File: config.mk
export PLATFORM = sky130hd
export DESIGN_NAME = iftp_trap_top
export DESIGN_NICKNAME = d
export VERILOG_FILES = /design/src/rtl/iftp_pkg.sv /design/src/rtl/iftp_trap_top.sv /design/src/rtl/iftp_ahb_port.sv /design/src/rtl/iftp_reset_timer.sv
export SDC_FILE = /design/constraint.sdc
export NUM_CORES = 1
export LEC_CHECK = 0
export ABC_AREA = 0
export BUFFER_PORTS_ARGS = -buffer_cell sky130_fd_sc_hd__buf_2
export CAP_MARGIN = 30
export CORE_ASPECT_RATIO = 1.5
export CORE_MARGIN = 3
export CORE_UTILIZATION = 35
export CTS_CLUSTER_DIAMETER = 30
export CTS_CLUSTER_SIZE = 40
export DETAILED_ROUTE_END_ITERATION = 10
export PLACE_DENSITY = 0.62
export SLEW_MARGIN = 10
export SYNTH_ARGS = -nofsm -noshare
export SYNTH_HDL_FRONTEND = slang
export SYNTH_HIERARCHICAL = 1
export SYNTH_SLANG_ARGS = --single-unit
export TNS_END_PERCENT = 30
File: constraint.sdc
create_clock -name hclk -period 2.3 [get_ports hclk]
set_input_delay 0.115 -clock hclk [delete_from_list [all_inputs] [get_ports hclk]]
set_output_delay 0.115 -clock hclk [all_outputs]
set_load 0.01 [all_outputs]
File: src/rtl/iftp_pkg.sv
// shared constants and carrier types of the instruction fetch address trap
package iftp_pkg;

   // ==========================================================================
   // clock and trap reset timing
   localparam int          CLK_MHZ         = 200;
   // longest trap reset: 24 high-frequency clock periods, 1500 ns at 16 MHz
   localparam int          RESET_TIME_NS   = 1500;
   // a longest time rounds down to whole cycles
   localparam int          RESET_CYCLES_I  = (RESET_TIME_NS * CLK_MHZ) / 1000;
   localparam logic [8:0]  RESET_CYCLES    = 9'(RESET_CYCLES_I);
   localparam logic [8:0]  CNT_ONE         = 9'h001;
   localparam logic [8:0]  CNT_ZERO        = 9'h000;

   // ==========================================================================
   // register indices; byte address is four times the index
   localparam int          IDX_W           = 8;
   localparam logic [7:0]  IDX_CTRL        = 8'h34;
   localparam logic [7:0]  IDX_CODE        = 8'h35;
   localparam logic [7:0]  IDX_STATUS      = 8'h36;
   localparam logic [7:0]  IDX_MASK        = 8'h37;
   localparam logic [7:0]  IDX_STATE       = 8'h38;
   localparam int          IDX_LSB         = 2;

   // ==========================================================================
   // control codes of watchdog_and_trap_code
   localparam logic [7:0]  CODE_TRAP_COMMIT = 8'hd2;
   localparam logic [7:0]  CODE_WDT_CLEAR   = 8'h4e;
   localparam logic [7:0]  CODE_WDT_DISABLE = 8'hb1;

   // ==========================================================================
   // watchdog_trap_control_first fields
   localparam int          BIT_RAM_TRAP    = 5;
   localparam int          BIT_TRAP_ACT    = 4;
   localparam int          BIT_WDT_EN      = 3;
   localparam int          BIT_WDT_T_HI    = 2;
   localparam int          BIT_WDT_T_LO    = 1;
   localparam int          BIT_WDT_OUT     = 0;
   localparam logic [7:0]  CTRL_RESET      = 8'h39;
   localparam logic        RAM_TRAP_RESET  = 1'b1;

   // ==========================================================================
   // fetch address map
   localparam logic [15:0] SFR_LO          = 16'h0000;
   localparam logic [15:0] SFR_HI          = 16'h003f;
   localparam logic [15:0] RAM_LO          = 16'h0040;
   localparam logic [15:0] RAM_HI          = 16'h013f;

   // ==========================================================================
   // event bits of the status and mask registers
   localparam int          EV_W            = 3;
   localparam int          EV_TRAP_IRQ     = 0;
   localparam int          EV_TRAP_RST     = 1;
   localparam int          EV_BAD_CODE     = 2;

   typedef struct packed {
      logic        valid;
      logic [15:0] addr;
   } iftp_fetch_s;

   typedef struct packed {
      logic        wr;
      logic        rd;
      logic [7:0]  idx;
      logic [31:0] wdata;
   } iftp_reg_acc_s;

endpackage

File: src/rtl/iftp_trap_top.sv
// instruction fetch address trap with shared watchdog control registers
`timescale 1ns/1ps

// How it works
// - trap control bits live in the two watchdog control registers.
// - a new ram trap selection acts only after the code d2 is written.
// - code 4e clears the watchdog binary counter.
// - code b1 disables the watchdog; any other code only sets the bad-code event bit.
// - with ram trap selection 0 ram fetches pass, with 1 they trap.
// - every fetch from the special function area traps, except while the trap reset is active.
// - the trap action bit picks interrupt or reset as the trap result.
// - with trap action 0 a trapping fetch raises the trap interrupt.
// - the trap interrupt is non-maskable, whatever the master flag.
// - a trap during another service is taken at once, the other waits.
// - with trap action 1 a trapping fetch resets internal hardware.
// - the trap reset lasts at most 24 fast clock periods.
// - in low-speed mode one the fast oscillator restarts for the reset.
// - the first control register is write-only and reads as zero.
// - the disable code acts only when the watchdog enable bit is 0.
module iftp_trap_top (
   input  wire logic                hclk,                   // system clock
   input  wire logic                hresetn,                // reset, low
   input  wire logic                hsel,                   // slave select
   input  wire logic [31:0]         haddr,                  // byte address
   input  wire logic [1:0]          htrans,                 // transfer type
   input  wire logic                hwrite,                 // write
   input  wire logic [2:0]          hsize,                  // transfer size
   input  wire logic                hready,                 // bus ready
   input  wire logic [31:0]         hwdata,                 // write data
   output logic [31:0]              hrdata,                 // read data
   output logic                     hreadyout,              // slave ready
   output logic                     hresp,                  // response
   input  iftp_pkg::iftp_fetch_s    fetch,                  // cpu fetch
   input  wire logic                low_speed_mode_one,     // slow mode
   output logic                     fetch_trap,             // abort fetch
   output logic                     trap_interrupt_request, // nmi pulse
   output logic                     trap_hw_reset,          // hw reset
   output logic                     hf_osc_restart,         // osc restart
   output logic                     wdt_clear,              // clear pulse
   output logic                     watchdog_enabled,       // wdt runs
   output logic [1:0]               wdt_time,               // wdt period
   output logic                     wdt_output_select,      // wdt action
   output logic                     irq                     // event irq
);

   // ==========================================================================
   // helpers
   function automatic logic in_range(input logic [15:0] a,
                                     input logic [15:0] lo,
                                     input logic [15:0] hi);
      in_range = (a >= lo) && (a <= hi);
   endfunction

   function automatic logic is_wr(input iftp_pkg::iftp_reg_acc_s ac,
                                  input logic [7:0] idx);
      is_wr = ac.wr && (ac.idx == idx);
   endfunction

   // ==========================================================================
   // state
   typedef struct packed {
      logic [7:0]               ctrl;
      logic                     ram_trap_active;
      logic                     wdt_running;
      logic                     wdt_clr;
      logic                     nmi;
      logic [iftp_pkg::EV_W-1:0] status;
      logic [iftp_pkg::EV_W-1:0] mask;
   } iftp_top_s;

   iftp_top_s                 s;
   iftp_top_s                 next_s;
   iftp_pkg::iftp_reg_acc_s   acc;
   logic [31:0]               rd_value;
   logic                      rst_busy;
   logic                      in_sfr;
   logic                      in_ram;
   logic                      hit;
   logic                      trap_act;
   logic [7:0]                code;
   logic [iftp_pkg::EV_W-1:0] ev_set;
   logic [iftp_pkg::EV_W-1:0] ev_clr;

   // ==========================================================================
   // bus slave
   iftp_ahb_port u_port (
      .hclk      (hclk),
      .hresetn   (hresetn),
      .hsel      (hsel),
      .haddr     (haddr),
      .htrans    (htrans),
      .hwrite    (hwrite),
      .hready    (hready),
      .hwdata    (hwdata),
      .rd_value  (rd_value),
      .hreadyout (hreadyout),
      .hresp     (hresp),
      .hrdata    (hrdata),
      .acc       (acc)
   );

   // ==========================================================================
   // fetch check
   assign trap_act = s.ctrl[iftp_pkg::BIT_TRAP_ACT];
   assign in_sfr   = in_range(fetch.addr, iftp_pkg::SFR_LO, iftp_pkg::SFR_HI);
   assign in_ram   = in_range(fetch.addr, iftp_pkg::RAM_LO, iftp_pkg::RAM_HI);
   // fetches are ignored while the trap reset holds the hardware
   assign hit = fetch.valid && !rst_busy &&
                (in_sfr || (in_ram && s.ram_trap_active));
   // combinational so the cpu drops the opcode in the same cycle
   assign fetch_trap = hit;

   iftp_reset_timer u_timer (
      .hclk       (hclk),
      .hresetn    (hresetn),
      .start      (hit && trap_act),
      .low_speed  (low_speed_mode_one),
      .busy       (rst_busy),
      .hf_restart (hf_osc_restart)
   );

   // ==========================================================================
   // register logic
   assign code = acc.wdata[7:0];

   always_comb begin
      next_s = s;
      next_s.wdt_clr = 1'b0;
      ev_set = '0;
      ev_clr = '0;
      // no mask, master flag or nesting state gates the trap interrupt
      next_s.nmi = hit && !trap_act;
      ev_set[iftp_pkg::EV_TRAP_IRQ] = hit && !trap_act;
      ev_set[iftp_pkg::EV_TRAP_RST] = hit && trap_act;
      if (is_wr(acc, iftp_pkg::IDX_CTRL)) begin
         next_s.ctrl = code;
         // watchdog output select can be cleared but never set again
         next_s.ctrl[iftp_pkg::BIT_WDT_OUT] =
            s.ctrl[iftp_pkg::BIT_WDT_OUT] && code[iftp_pkg::BIT_WDT_OUT];
         if (code[iftp_pkg::BIT_WDT_EN]) begin
            next_s.wdt_running = 1'b1;
         end
      end else if (is_wr(acc, iftp_pkg::IDX_CODE)) begin
         if (code == iftp_pkg::CODE_TRAP_COMMIT) begin
            next_s.ram_trap_active = s.ctrl[iftp_pkg::BIT_RAM_TRAP];
         end else if (code == iftp_pkg::CODE_WDT_CLEAR) begin
            next_s.wdt_clr = 1'b1;
         end else if (code == iftp_pkg::CODE_WDT_DISABLE) begin
            if (!s.ctrl[iftp_pkg::BIT_WDT_EN]) begin
               next_s.wdt_running = 1'b0;
            end
         end else begin
            ev_set[iftp_pkg::EV_BAD_CODE] = 1'b1;
         end
      end else if (is_wr(acc, iftp_pkg::IDX_STATUS)) begin
         ev_clr = acc.wdata[iftp_pkg::EV_W-1:0];
      end else if (is_wr(acc, iftp_pkg::IDX_MASK)) begin
         next_s.mask = acc.wdata[iftp_pkg::EV_W-1:0];
      end
      // a new event wins over a clear in the same cycle
      next_s.status = (s.status & ~ev_clr) | ev_set;
   end

   always_ff @(posedge hclk or negedge hresetn) begin
      if (!hresetn) begin
         s <= '{ctrl:            iftp_pkg::CTRL_RESET,
                ram_trap_active: iftp_pkg::RAM_TRAP_RESET,
                wdt_running:     1'b1,
                wdt_clr:         1'b0,
                nmi:             1'b0,
                status:          '0,
                mask:            '0};
      end else begin
         s <= next_s;
      end
   end

   // ==========================================================================
   // read mux
   always_comb begin
      rd_value = '0;
      if (acc.idx == iftp_pkg::IDX_STATUS) begin
         rd_value[iftp_pkg::EV_W-1:0] = s.status;
      end else if (acc.idx == iftp_pkg::IDX_MASK) begin
         rd_value[iftp_pkg::EV_W-1:0] = s.mask;
      end else if (acc.idx == iftp_pkg::IDX_STATE) begin
         rd_value[5:0] = {hf_osc_restart, rst_busy, s.wdt_running,
                          trap_act, s.ram_trap_active,
                          s.ctrl[iftp_pkg::BIT_RAM_TRAP]};
      end
      // both code registers are write-only and read back as zero
   end

   // ==========================================================================
   // outputs
   assign trap_interrupt_request = s.nmi;
   assign trap_hw_reset          = rst_busy;
   assign wdt_clear              = s.wdt_clr;
   assign watchdog_enabled       = s.wdt_running;
   assign wdt_time = s.ctrl[iftp_pkg::BIT_WDT_T_HI:iftp_pkg::BIT_WDT_T_LO];
   assign wdt_output_select      = s.ctrl[iftp_pkg::BIT_WDT_OUT];
   assign irq                    = |(s.status & s.mask);
endmodule // iftp_trap_top

File: src/rtl/iftp_ahb_port.sv
// ahb-lite slave front end of the address trap registers
`timescale 1ns/1ps
module iftp_ahb_port (
   input  wire logic                  hclk,      // system clock
   input  wire logic                  hresetn,   // async reset, active low
   input  wire logic                  hsel,      // slave select
   input  wire logic [31:0]           haddr,     // byte address
   input  wire logic [1:0]            htrans,    // transfer type
   input  wire logic                  hwrite,    // write when high
   input  wire logic                  hready,    // bus ready
   input  wire logic [31:0]           hwdata,    // write data
   input  wire logic [31:0]           rd_value,  // read data from registers
   output logic                       hreadyout, // slave ready
   output logic                       hresp,     // always okay
   output logic [31:0]                hrdata,    // registered read data
   output iftp_pkg::iftp_reg_acc_s    acc        // register access strobe
);

   // ==========================================================================
   // state
   typedef struct packed {
      logic        wr_ph;
      logic        rd_ph;
      logic        rd_done;
      logic [7:0]  idx;
      logic [31:0] rdata;
   } iftp_port_s;

   iftp_port_s s;
   iftp_port_s next_s;

   // reads take one wait state so hrdata can come straight from a flop
   always_comb begin
      next_s = s;
      next_s.wr_ph = 1'b0;
      if (s.rd_ph && !s.rd_done) begin
         next_s.rdata   = rd_value;
         next_s.rd_done = 1'b1;
      end else begin
         next_s.rd_ph   = 1'b0;
         next_s.rd_done = 1'b0;
      end
      if (hsel && htrans[1] && hready) begin
         next_s.wr_ph   = hwrite;
         next_s.rd_ph   = !hwrite;
         next_s.rd_done = 1'b0;
         next_s.idx     = haddr[iftp_pkg::IDX_LSB +: iftp_pkg::IDX_W];
      end
   end

   always_ff @(posedge hclk or negedge hresetn) begin
      if (!hresetn) begin
         s <= '0;
      end else begin
         s <= next_s;
      end
   end

   assign hreadyout = !(s.rd_ph && !s.rd_done);
   assign hresp     = 1'b0;
   assign hrdata    = s.rdata;
   assign acc.wr    = s.wr_ph;
   assign acc.rd    = s.rd_ph && !s.rd_done;
   assign acc.idx   = s.idx;
   assign acc.wdata = hwdata;

endmodule // iftp_ahb_port

File: src/rtl/iftp_reset_timer.sv
// timer for the internal reset pulse raised by an address trap
`timescale 1ns/1ps
module iftp_reset_timer (
   input  wire logic hclk,       // system clock
   input  wire logic hresetn,    // async reset, active low
   input  wire logic start,      // one-cycle trap reset request
   input  wire logic low_speed,  // low-speed mode one at the request
   output logic      busy,       // internal reset active
   output logic      hf_restart  // high-frequency oscillator restart
);

   // ==========================================================================
   // state
   typedef enum logic [1:0] {
      TM_IDLE = 2'b01,
      TM_HOLD = 2'b10
   } iftp_tm_e;

   typedef struct packed {
      iftp_tm_e   st;
      logic [8:0] cnt;
      logic       slow;
   } iftp_tm_s;

   iftp_tm_s s;
   iftp_tm_s next_s;

   always_comb begin
      next_s = s;
      case (s.st)
         TM_IDLE: begin
            if (start) begin
               next_s.st   = TM_HOLD;
               next_s.cnt  = iftp_pkg::RESET_CYCLES - iftp_pkg::CNT_ONE;
               next_s.slow = low_speed;
            end
         end
         TM_HOLD: begin
            if (s.cnt == iftp_pkg::CNT_ZERO) begin
               next_s.st   = TM_IDLE;
               next_s.slow = 1'b0;
            end else begin
               next_s.cnt = s.cnt - iftp_pkg::CNT_ONE;
            end
         end
         default: begin
            next_s.st = TM_IDLE;
         end
      endcase
   end

   always_ff @(posedge hclk or negedge hresetn) begin
      if (!hresetn) begin
         s <= '{st: TM_IDLE, cnt: '0, slow: 1'b0};
      end else begin
         s <= next_s;
      end
   end

   assign busy       = (s.st == TM_HOLD);
   // in low-speed mode the pulse is timed as on the restarted fast clock
   assign hf_restart = busy && s.slow;

   // ==========================================================================
   // checks
   logic [9:0] len;
   always_ff @(posedge hclk or negedge hresetn) begin
      if (!hresetn) begin
         len <= '0;
      end else begin
         len <= busy ? len + 10'h001 : 10'h000;
      end
   end
endmodule // iftp_reset_timer

### Yosys cells after proc, flatten, opt, wreduce, memory -nomap -nowiden

Index checks and enable logic that the tools add are counted.

| storage, ports and cells | value |
|---|---|
| output and inout port bits | 44 |
| bits of input ports | 92 |
| register bits after elaboration | 45 |
| word-level logic and storage cells | 109 |

| cells by class | value |
|---|---|
| bitwise logic cells | 7 |
| reduce and logical (&&, ||, !) cells | 33 |
| equality and inequality tests | 18 |
| magnitude comparators | 4 |
| add/subtract/negate cells | 1 |
| muxes and demuxes | 31 |

Operators by type and width:

| kind | number |
|---|---|
| 8-bit by 6-bit == test with 1-bit output (second input constant) | 5 |
| 3-bit 2-to-1 mux | 7 |
| 10-bit one-hot mux with 2 select lines | 1 |
| 8-bit == test (second input constant) | 2 |
| 16-bit by 1-bit >= comparator with 1-bit output (second input constant) | 1 |
| 16-bit by 7-bit >= comparator with 1-bit output (second input constant) | 1 |
| 16-bit by 6-bit less-or-equal comparator with 1-bit output (second input constant) | 1 |
| 16-bit by 9-bit less-or-equal comparator with 1-bit output (second input constant) | 1 |
| 1-bit logical AND | 16 |
| 1-bit 2-to-1 mux | 15 |
| 12-bit 2-to-1 mux | 1 |
| 11-bit 2-to-1 mux | 1 |
| 9-bit logical NOT | 1 |
| 9-bit 2-to-1 mux | 1 |
| 3-bit AND reduction | 3 |
| 9-bit by 1-bit subtractor with 9-bit output (second input constant) | 1 |
| 8-bit by 7-bit == test with 1-bit output (second input constant) | 1 |
| 2-bit by 1-bit != test with 1-bit output (second input constant) | 4 |
| 2-bit != test (second input constant) | 4 |
| 3-bit AND | 2 |
| 2-bit 2-to-1 mux | 3 |
| 6-bit 2-to-1 mux | 1 |
| 6-bit AND reduction | 1 |
| 2-bit nonzero test | 3 |
| 11 further kinds | 17 |

### Longest topological paths before layout

Gate-level depths: netlist of the first run.

| depth | value |
|---|---|
| depth after elaboration | 8 |
| gate-level depth with buffers | 9 |
| gate-level depth less buffers | 9 |

### By module

The synthesis of the first run kept the hierarchy.

By module, submodules not included:

| module | instances | sequential area each (µm²) | area each (µm²) | cells an instance |
|---|---|---|---|---|
| iftp_ahb_port | 1 | 1076.0 | 2307.2 | 169 |
| iftp_trap_top | 1 | 407.9 | 942.2 | 89 |
| iftp_reset_timer | 1 | 301.5 | 620.6 | 59 |

### Worst setup path after synthesis of the first run

OpenSTA, ideal clock, no wires.

| timing | value |
|---|---|
| path type | reg-to-reg |
| from | register u_timer/s[10] (netlist name) |
| to | register u_timer/s[8] (netlist name) |
| stages on the path, launching flop included | 10 |
| path buffers | 0 |
| slack | 0.141 ns |
| setup time | 0.124 ns |
| data required time | 2.176 ns |
| period minus slack after synthesis | 2.159 ns |
| arrival time | 2.035 ns |
| cell sequence | dfstp_2 > nand2b_1 > inv_1 > a211oi_1 > and4_1 > and2_1 > nand3b_1 > nand2_4 > inv_2 > a211o_1 |

| on the way | value |
|---|---|
| word-level cells in the longest chain between the ends | 7 |
| elaborated cells between the ends (all ways) | 11 |
| classes of those cells | eq/ne: 4; mux: 1; reduce/logical: 6 |

Ends and longest elaborated chain:

| element | line | RTL |
|---|---|---|
| from (decl) | iftp_reset_timer.sv:25 | `iftp_tm_s s;` |
| from (signal assigned) | iftp_reset_timer.sv:54 | `s <= '{st: TM_IDLE, cnt: '0, slow: 1'b0};` |
| from (signal assigned) | iftp_reset_timer.sv:56 | `s <= next_s;` |
| 2-bit == test | iftp_reset_timer.sv:60 | `assign busy = (s.st == TM_HOLD);` |
| named net trap_hw_reset | iftp_trap_top.sv:37 | `output logic trap_hw_reset,` |
| 1-bit logical NOT | iftp_trap_top.sv:108 | `assign hit = fetch.valid && !rst_busy &&` |
| 1-bit logical AND (2 in a row) | iftp_trap_top.sv:108 |  |
| named net fetch_trap | iftp_trap_top.sv:35 | `output logic fetch_trap,` |
| 1-bit logical AND | n/a |  |
| named net ev_set (one bit) | iftp_trap_top.sv:81 | `logic [iftp_pkg::EV_W-1:0] ev_set;` |
| 2-bit by 1-bit != test with 1-bit output (no line) | n/a |  |
| 3-bit AND reduction (no line) | n/a |  |

The timed path passes the listed nets, and every way through them passes these cells.
A chain may end at the register's enable or synchronous reset.

### Worst setup path after layout of the first run

| timing | value |
|---|---|
| from | register u_timer/s[1] (netlist name) |
| to | register u_timer/s[6] (netlist name) |

| on the way | value |
|---|---|
| word-level cells in the longest chain between the ends | 3 |
| elaborated cells between the ends (all ways) | 6 |
| classes of those cells | add/sub: 1; eq/ne: 1; mux: 2; reduce/logical: 2 |

Ends and longest elaborated chain:

| element | line |
|---|---|
| 9-bit by 1-bit subtractor with 9-bit output / 9-bit logical NOT (equally long branches) | iftp_reset_timer.sv:43, iftp_reset_timer.sv:39 |
| 9-bit 2-to-1 mux / 2-bit != test (equally long branches) | n/a |
| 10-bit one-hot mux with 2 select lines / 3-bit AND reduction (equally long branches) | n/a |

Parallel ways exist; a longest one is shown, timed or not. The select of a mux whose other input is x is not followed.

==> metrics.txt, run 1 <==
outcome complete, no violations; Site Rows 45; Post-Route WL slightly above 7000 um; Worst Tran Pin Value about 0.57 ns; Die Wd approximately 90 um; pre-CTS setup slack 0.1217 ns; RSZ-0062 raised after global routing no; Mapped Cells 293; CP Capture Type register; dpl hpwl 5272 um; clk sinks 71; CP Class register to register; total gr overflow 0; Final Cycle Share 93.43%; Pre-antenna DRT Iters 4; Max clock buf depth 2; total CTS buffers 9; most frequent cells in the layout buf_2 (76), dfrtp_1 (64), mux2_4 (29); vias 2292; Mean Syn Cell Area approximately 13 um^2; WP data arrival between 2 and 2.5 ns; drc violations 0; Fin Clk Skew between 0.008 and 0.009 ns; commonest non-fill, non-tap cell in the layout buf_2; clock latency on the worst-skew pair around 0.33 ns; final hold vios 0; Placed Cells ~480; kind of start point of the critical path register; relative slew slack around three fifths; Setup TNS 0 ns; Hold Path Class primary input to register; area grow syn2layout 16.11%; Synth Cell Area between 3000 and 4000 um^2; Critical Path RT roughly 2.5 ns; worst-path fanout max 9; diode count 0; die area approximately 12000 um^2; post-route setup slack 0.1510 ns; root buffer cell clkbuf_16; Nets 454; Hold WS 0.01739 ns; Final Slew Violations 0; Final min period 2.149 ns; ANT nets after route 0; routability cong. 0.7676; port buffer count 76; Power Density about 960 nW/um^2; DRT iter0 DRCs 85; Die H between 100 and 150 um; Non-Filler Instances around 510; Starting Density between 30 and 40%; Pleak 2.084 nW; peak supply drop about 0.42 mV; core area 10190 um^2; initial antenna violation count 0; maximum capacitance violations 0; wire length of the first global-routing pass 11850 um; share of cells above drive strength 1 around 42%; Synth Warn # 6; vias in the first global route 2341; maximum number of pins on one net before global-route repair 34; Max H-tree Level 3; clock-pin transition on the worst setup and hold timing paths about 0.050 ns; post-DR vias/cell roughly 4.5; final core utilization between 40% and 50%; WL/cell roughly 14 um; IO Pins around 140; Global Route Usage Sum between 10 and 15%; Final setup viols 0; fmax between 400 and 500 MHz; CTS tree built
-- report_power, final --
group,switching [W],internal (W)
logic,0.000449,0.000623
clock network,0.000473,0.000870
registers,0.000164,0.00153
total,0.00109,0.00303
-- what timing repair did --
action,in CTS,in global routing
resized for setup,0,1
hold endpoints to repair,27,0
buffers inserted,0,1
hold buffers,9,0
endpoints found under the setup margin,0,1
-- critical path, cell delays in order, from the launching register on --
cell     delay [ns]
dfrtp_1        0.41
inv_1          0.08
ha_1           0.20
or3b_2         0.55
o31ai_4        0.43
nand2_4        0.13
o211a_1        0.23
-- layer usage --
metal | GRT usage (%) | vias up | share of wire, %
li1 | - | 1090 | -
met4 | 6.138 | 0 | 2.3
met5 | 0 | - | 0
met1 | 14.33 | 1126 | 39
met2 | 21.52 | 66 | 53
met3 | 3.941 | 10 | 5.3
-- area by class of cell --
| class | count | area, um^2 |
|---|---|---|
| tap | 141 | 176.4 |
| clock inverter | 1 | 30.03 |
| inverter | 13 | 53.80 |
| fill | 982 | 5907 |
| timing repair buffer | 90 | 508.0 |
| sequential | 71 | 1785 |
| multi-input combinational | 176 | 1473 |
| clock buffer | 15 | 257.7 |
-- flip-flops by register name, summed over array words and instances (netlist names) --
signal,flops
s,10
trap_interrupt_request,1
u_port/acc,9
u_port/hrdata,32
u_port/s,2
u_timer/s,12
watchdog_enabled,1
wdt_clear,1
wdt_output_select,1
wdt_time,2
-- worst paths after layout --
kind | start | to | slack, ns | cells after the start
min | haddr[7] | u_port/acc[37]$_DFFE_PN0P_ | 0.02 | 2
max in group asynchronous | hresetn | wdt_output_select$_DFFE_PN1P_ | 1.24 | 3
max reg2reg | u_timer/s[1]$_DFFE_PN0P_ | u_timer/s[6]$_DFFE_PN0P_ | 0.15 | 6
min reg2reg | wdt_time[0]$_DFFE_PN0P_ | wdt_time[0]$_DFFE_PN0P_ | 0.48 | 1
max | u_timer/s[1]$_DFFE_PN0P_ | u_timer/s[6]$_DFFE_PN0P_ | 0.15 | 6
min in group asynchronous | hresetn | u_port/hrdata[15]$_DFFE_PN0P_ | 0.27 | 2
-- metrics by stage --
step,total power (W),area [um^2]
6_report,0.004111,4284
5_1_grt,0.004344,4284
4_1_cts,0.004189,4274
3_5_place_dp,0.002796,3896
3_3_place_gp,0.002759,3896
2_1_floorplan,0.002830,3784
(Power assumes the default switching activity.)
==> run 2: changes to the inputs <==
- CELL_PAD_IN_SITES_DETAIL_PLACEMENT: default -> 1
- CELL_PAD_IN_SITES_GLOBAL_PLACEMENT: default -> 1
- PLACE_DENSITY: 0.62 -> 0.77
==> metrics.txt, run 2 (synthesized netlist as in run 1, its figures left out) <==
outcome complete, no violations (unchanged); Site Rows 45 (unchanged); Nets 448 (was 454); Worst R2R Setup Slack 0.15 ns (about the same); vias in the first global route 2517 (was 2341); Hold Path Class primary input to register (unchanged); Max clock buf depth 2 (unchanged); WL/cell 15.36 um (was 14.10 um); maximum number of pins on one net before global-route repair 42 (was 34); RSZ-0062 raised after global routing no (unchanged); highest routed layer met4 (unchanged); max reg flops 32 (unchanged); total CTS buffers 9 (unchanged); reg2reg start u_timer/s[1]$_DFFE_PN0P_ (unchanged); Fin Clk Skew 0.007044 ns (was 0.008168 ns); core area 10190 um^2 (unchanged); CP max stage cell or3b_2 (unchanged); Global Route Usage Sum 13.52% (was 12.63%); relative slew slack 49.60% (was 61.74%); dpl hpwl 5605 um (was 5272 um); initial antenna violation count 0 (unchanged); Worst Tran Pin Value 0.7560 ns (was 0.5692 ns); clock-pin transition on the worst setup and hold timing paths 0.05 ns (about the same); worst-path fanout max 9 (unchanged); r2r endpoint u_timer/s[6]$_DFFE_PN0P_ (unchanged); CTS tree built (unchanged); Power Density 993.2 nW/um^2 (was 959.5 nW/um^2); routability cong. 0.8156 (was 0.7676); root buffer cell clkbuf_16 (unchanged); Hold Path End u_port/acc[38]$_DFFE_PN0P_ (was u_port/acc[37]$_DFFE_PN0P_); IO Pins 136 (unchanged); Post-Route WL 7696 um (was 7151 um); most frequent cells in the layout buf_2 (76), dfrtp_1 (64), mux2_4 (29) (unchanged); Setup TNS 0 ns (unchanged); kind of start point of the critical path register (unchanged); commonest non-fill, non-tap cell in the layout buf_2 (unchanged); diode count 0 (unchanged); Placed Cells 480 (was 481); DRT iter0 DRCs 92 (was 85); met1 WL 3120 um (was 2812 um); Met3 Wirelength 313 um (was 378 um); final hold vios 0 (unchanged); CP Class register to register (unchanged); worst hold start haddr[8] (was haddr[7]); Critical Path RT 2.52 ns (about the same); Starting Density 36.21% (unchanged); critical path's largest stage delay 0.55 ns (about the same); ANT nets after route 0 (unchanged); Pleak 2.076 nW (was 2.084 nW); share of cells above drive strength 1 43.06% (was 42.08%); fmax 465.2 MHz (was 465.3 MHz); Final Power 0.004229 W (was 0.004111 W); Pre-antenna DRT Iters 4 (unchanged); post-DR vias/cell 4.547 (was 4.521); Final Cycle Share 93.47% (was 93.43%); Non-Filler Instances 501 (was 507); Max H-tree Level 3 (unchanged); maximum capacitance violations 0 (unchanged); Final setup viols 0 (unchanged); die area 11840 um^2 (unchanged); R2R depth 6 (unchanged); Die H 131.8 um (unchanged); CP Capture Type register (unchanged); WL met2 4089 um (was 3797 um); Final min period 2.150 ns (was 2.149 ns); area grow syn2layout 15.39% (was 16.11%); peak supply drop 0.4108 mV (was 0.4160 mV); hold path cells 2 (unchanged); number of fill cells in the layout 1121 (was 982); clock latency on the worst-skew pair 0.33 ns (about the same); total gr overflow 0 (unchanged); worst path cell trace inv_1, ha_1, or3b_2, o31ai_4, nand2_4, o211a_1 (unchanged); final core utilization 41.78% (was 42.04%); Final Slew Violations 0 (unchanged); wire length of the first global-routing pass 12760 um (was 11850 um); Die Wd 89.84 um (unchanged); port buffer count 76 (unchanged); WP data arrival 2.37 ns (was 2.36 ns); clk sinks 71 (unchanged); vias 2278 (was 2292); drc violations 0 (unchanged)
[run 2: worst max-delay path, delay by kind of cell (launching register included)]
| kind | cells | cell delay (ns) |
|---|---|---|
| buffers and inverters | 1 | 0.07 |
| AOI/OAI and AO/OA | 2 | 0.67 |
| and+or+nand+nor | 2 | 0.68 |
| DFF | 1 | 0.42 |
| adders and majority gates | 1 | 0.19 |
[run 2: cell type report]
cell class	instances	area, um^2	share of cell area, %
timing repair buffer	84	462.9	10.87
tap	141	176.4	4.143
clock buffer	12	236.5	5.554
clock inverter	4	70.07	1.646
multi-input combinational	176	1473	34.59
sequential	71	1785	41.93
inverter	13	53.80	1.264
[run 2: stage by stage]
step	cell area, um^2	worst slack [ns]	hold slack (ns)
after floorplan	3784	0.1407	-0.1806
after global placement	3901	0.1402	0.2063
after detailed placement	3901	0.1033	0.2272
after CTS	4248	0.08778	0.00002506
after global routing	4258	0.02604	0.006377
final	4258	0.1502	0.01555
[run 2: worst max path at each step]
stage / startpoint / cells past startpoint / to
CTS: u_timer/s[10]$_DFFE_PN1P_ / 9 / u_timer/s[8]$_DFFE_PN0P_
finish: u_timer/s[1]$_DFFE_PN0P_ / 6 / u_timer/s[6]$_DFFE_PN0P_
global placement: u_timer/s[10]$_DFFE_PN1P_ / 9 / u_timer/s[8]$_DFFE_PN0P_
global route: u_timer/s[1]$_DFFE_PN0P_ / 6 / u_timer/s[6]$_DFFE_PN0P_
floorplan: u_timer/s[10]$_DFFE_PN1P_ / 9 / u_timer/s[8]$_DFFE_PN0P_
detailed placement: u_timer/s[10]$_DFFE_PN1P_ / 9 / u_timer/s[8]$_DFFE_PN0P_
[run 2: where the power goes]
group	internal (W)	leakage, nW	switching (W)
combinational	0.000619	1.07	0.000460
clock	0.000947	0.151	0.000508
sequential	0.00153	0.852	0.000164
total	0.00310	2.08	0.00113
[run 2: routing by layer]
metal	up-vias	track usage, %
li1	1077	-
met1	1134	15.11
met2	55	24.33
met3	12	2.741
met4	0	6.650
met5	-	0
[run 2: what timing repair did]
| action | in CTS | in global routing |
|---|---|---|
| endpoints found under the hold margin | 33 | 0 |
| hold buffers | 4 | 0 |
| setup buffers | 0 | 1 |
| setup endpoints to repair | 0 | 2 |
| resized for setup | 0 | 1 |
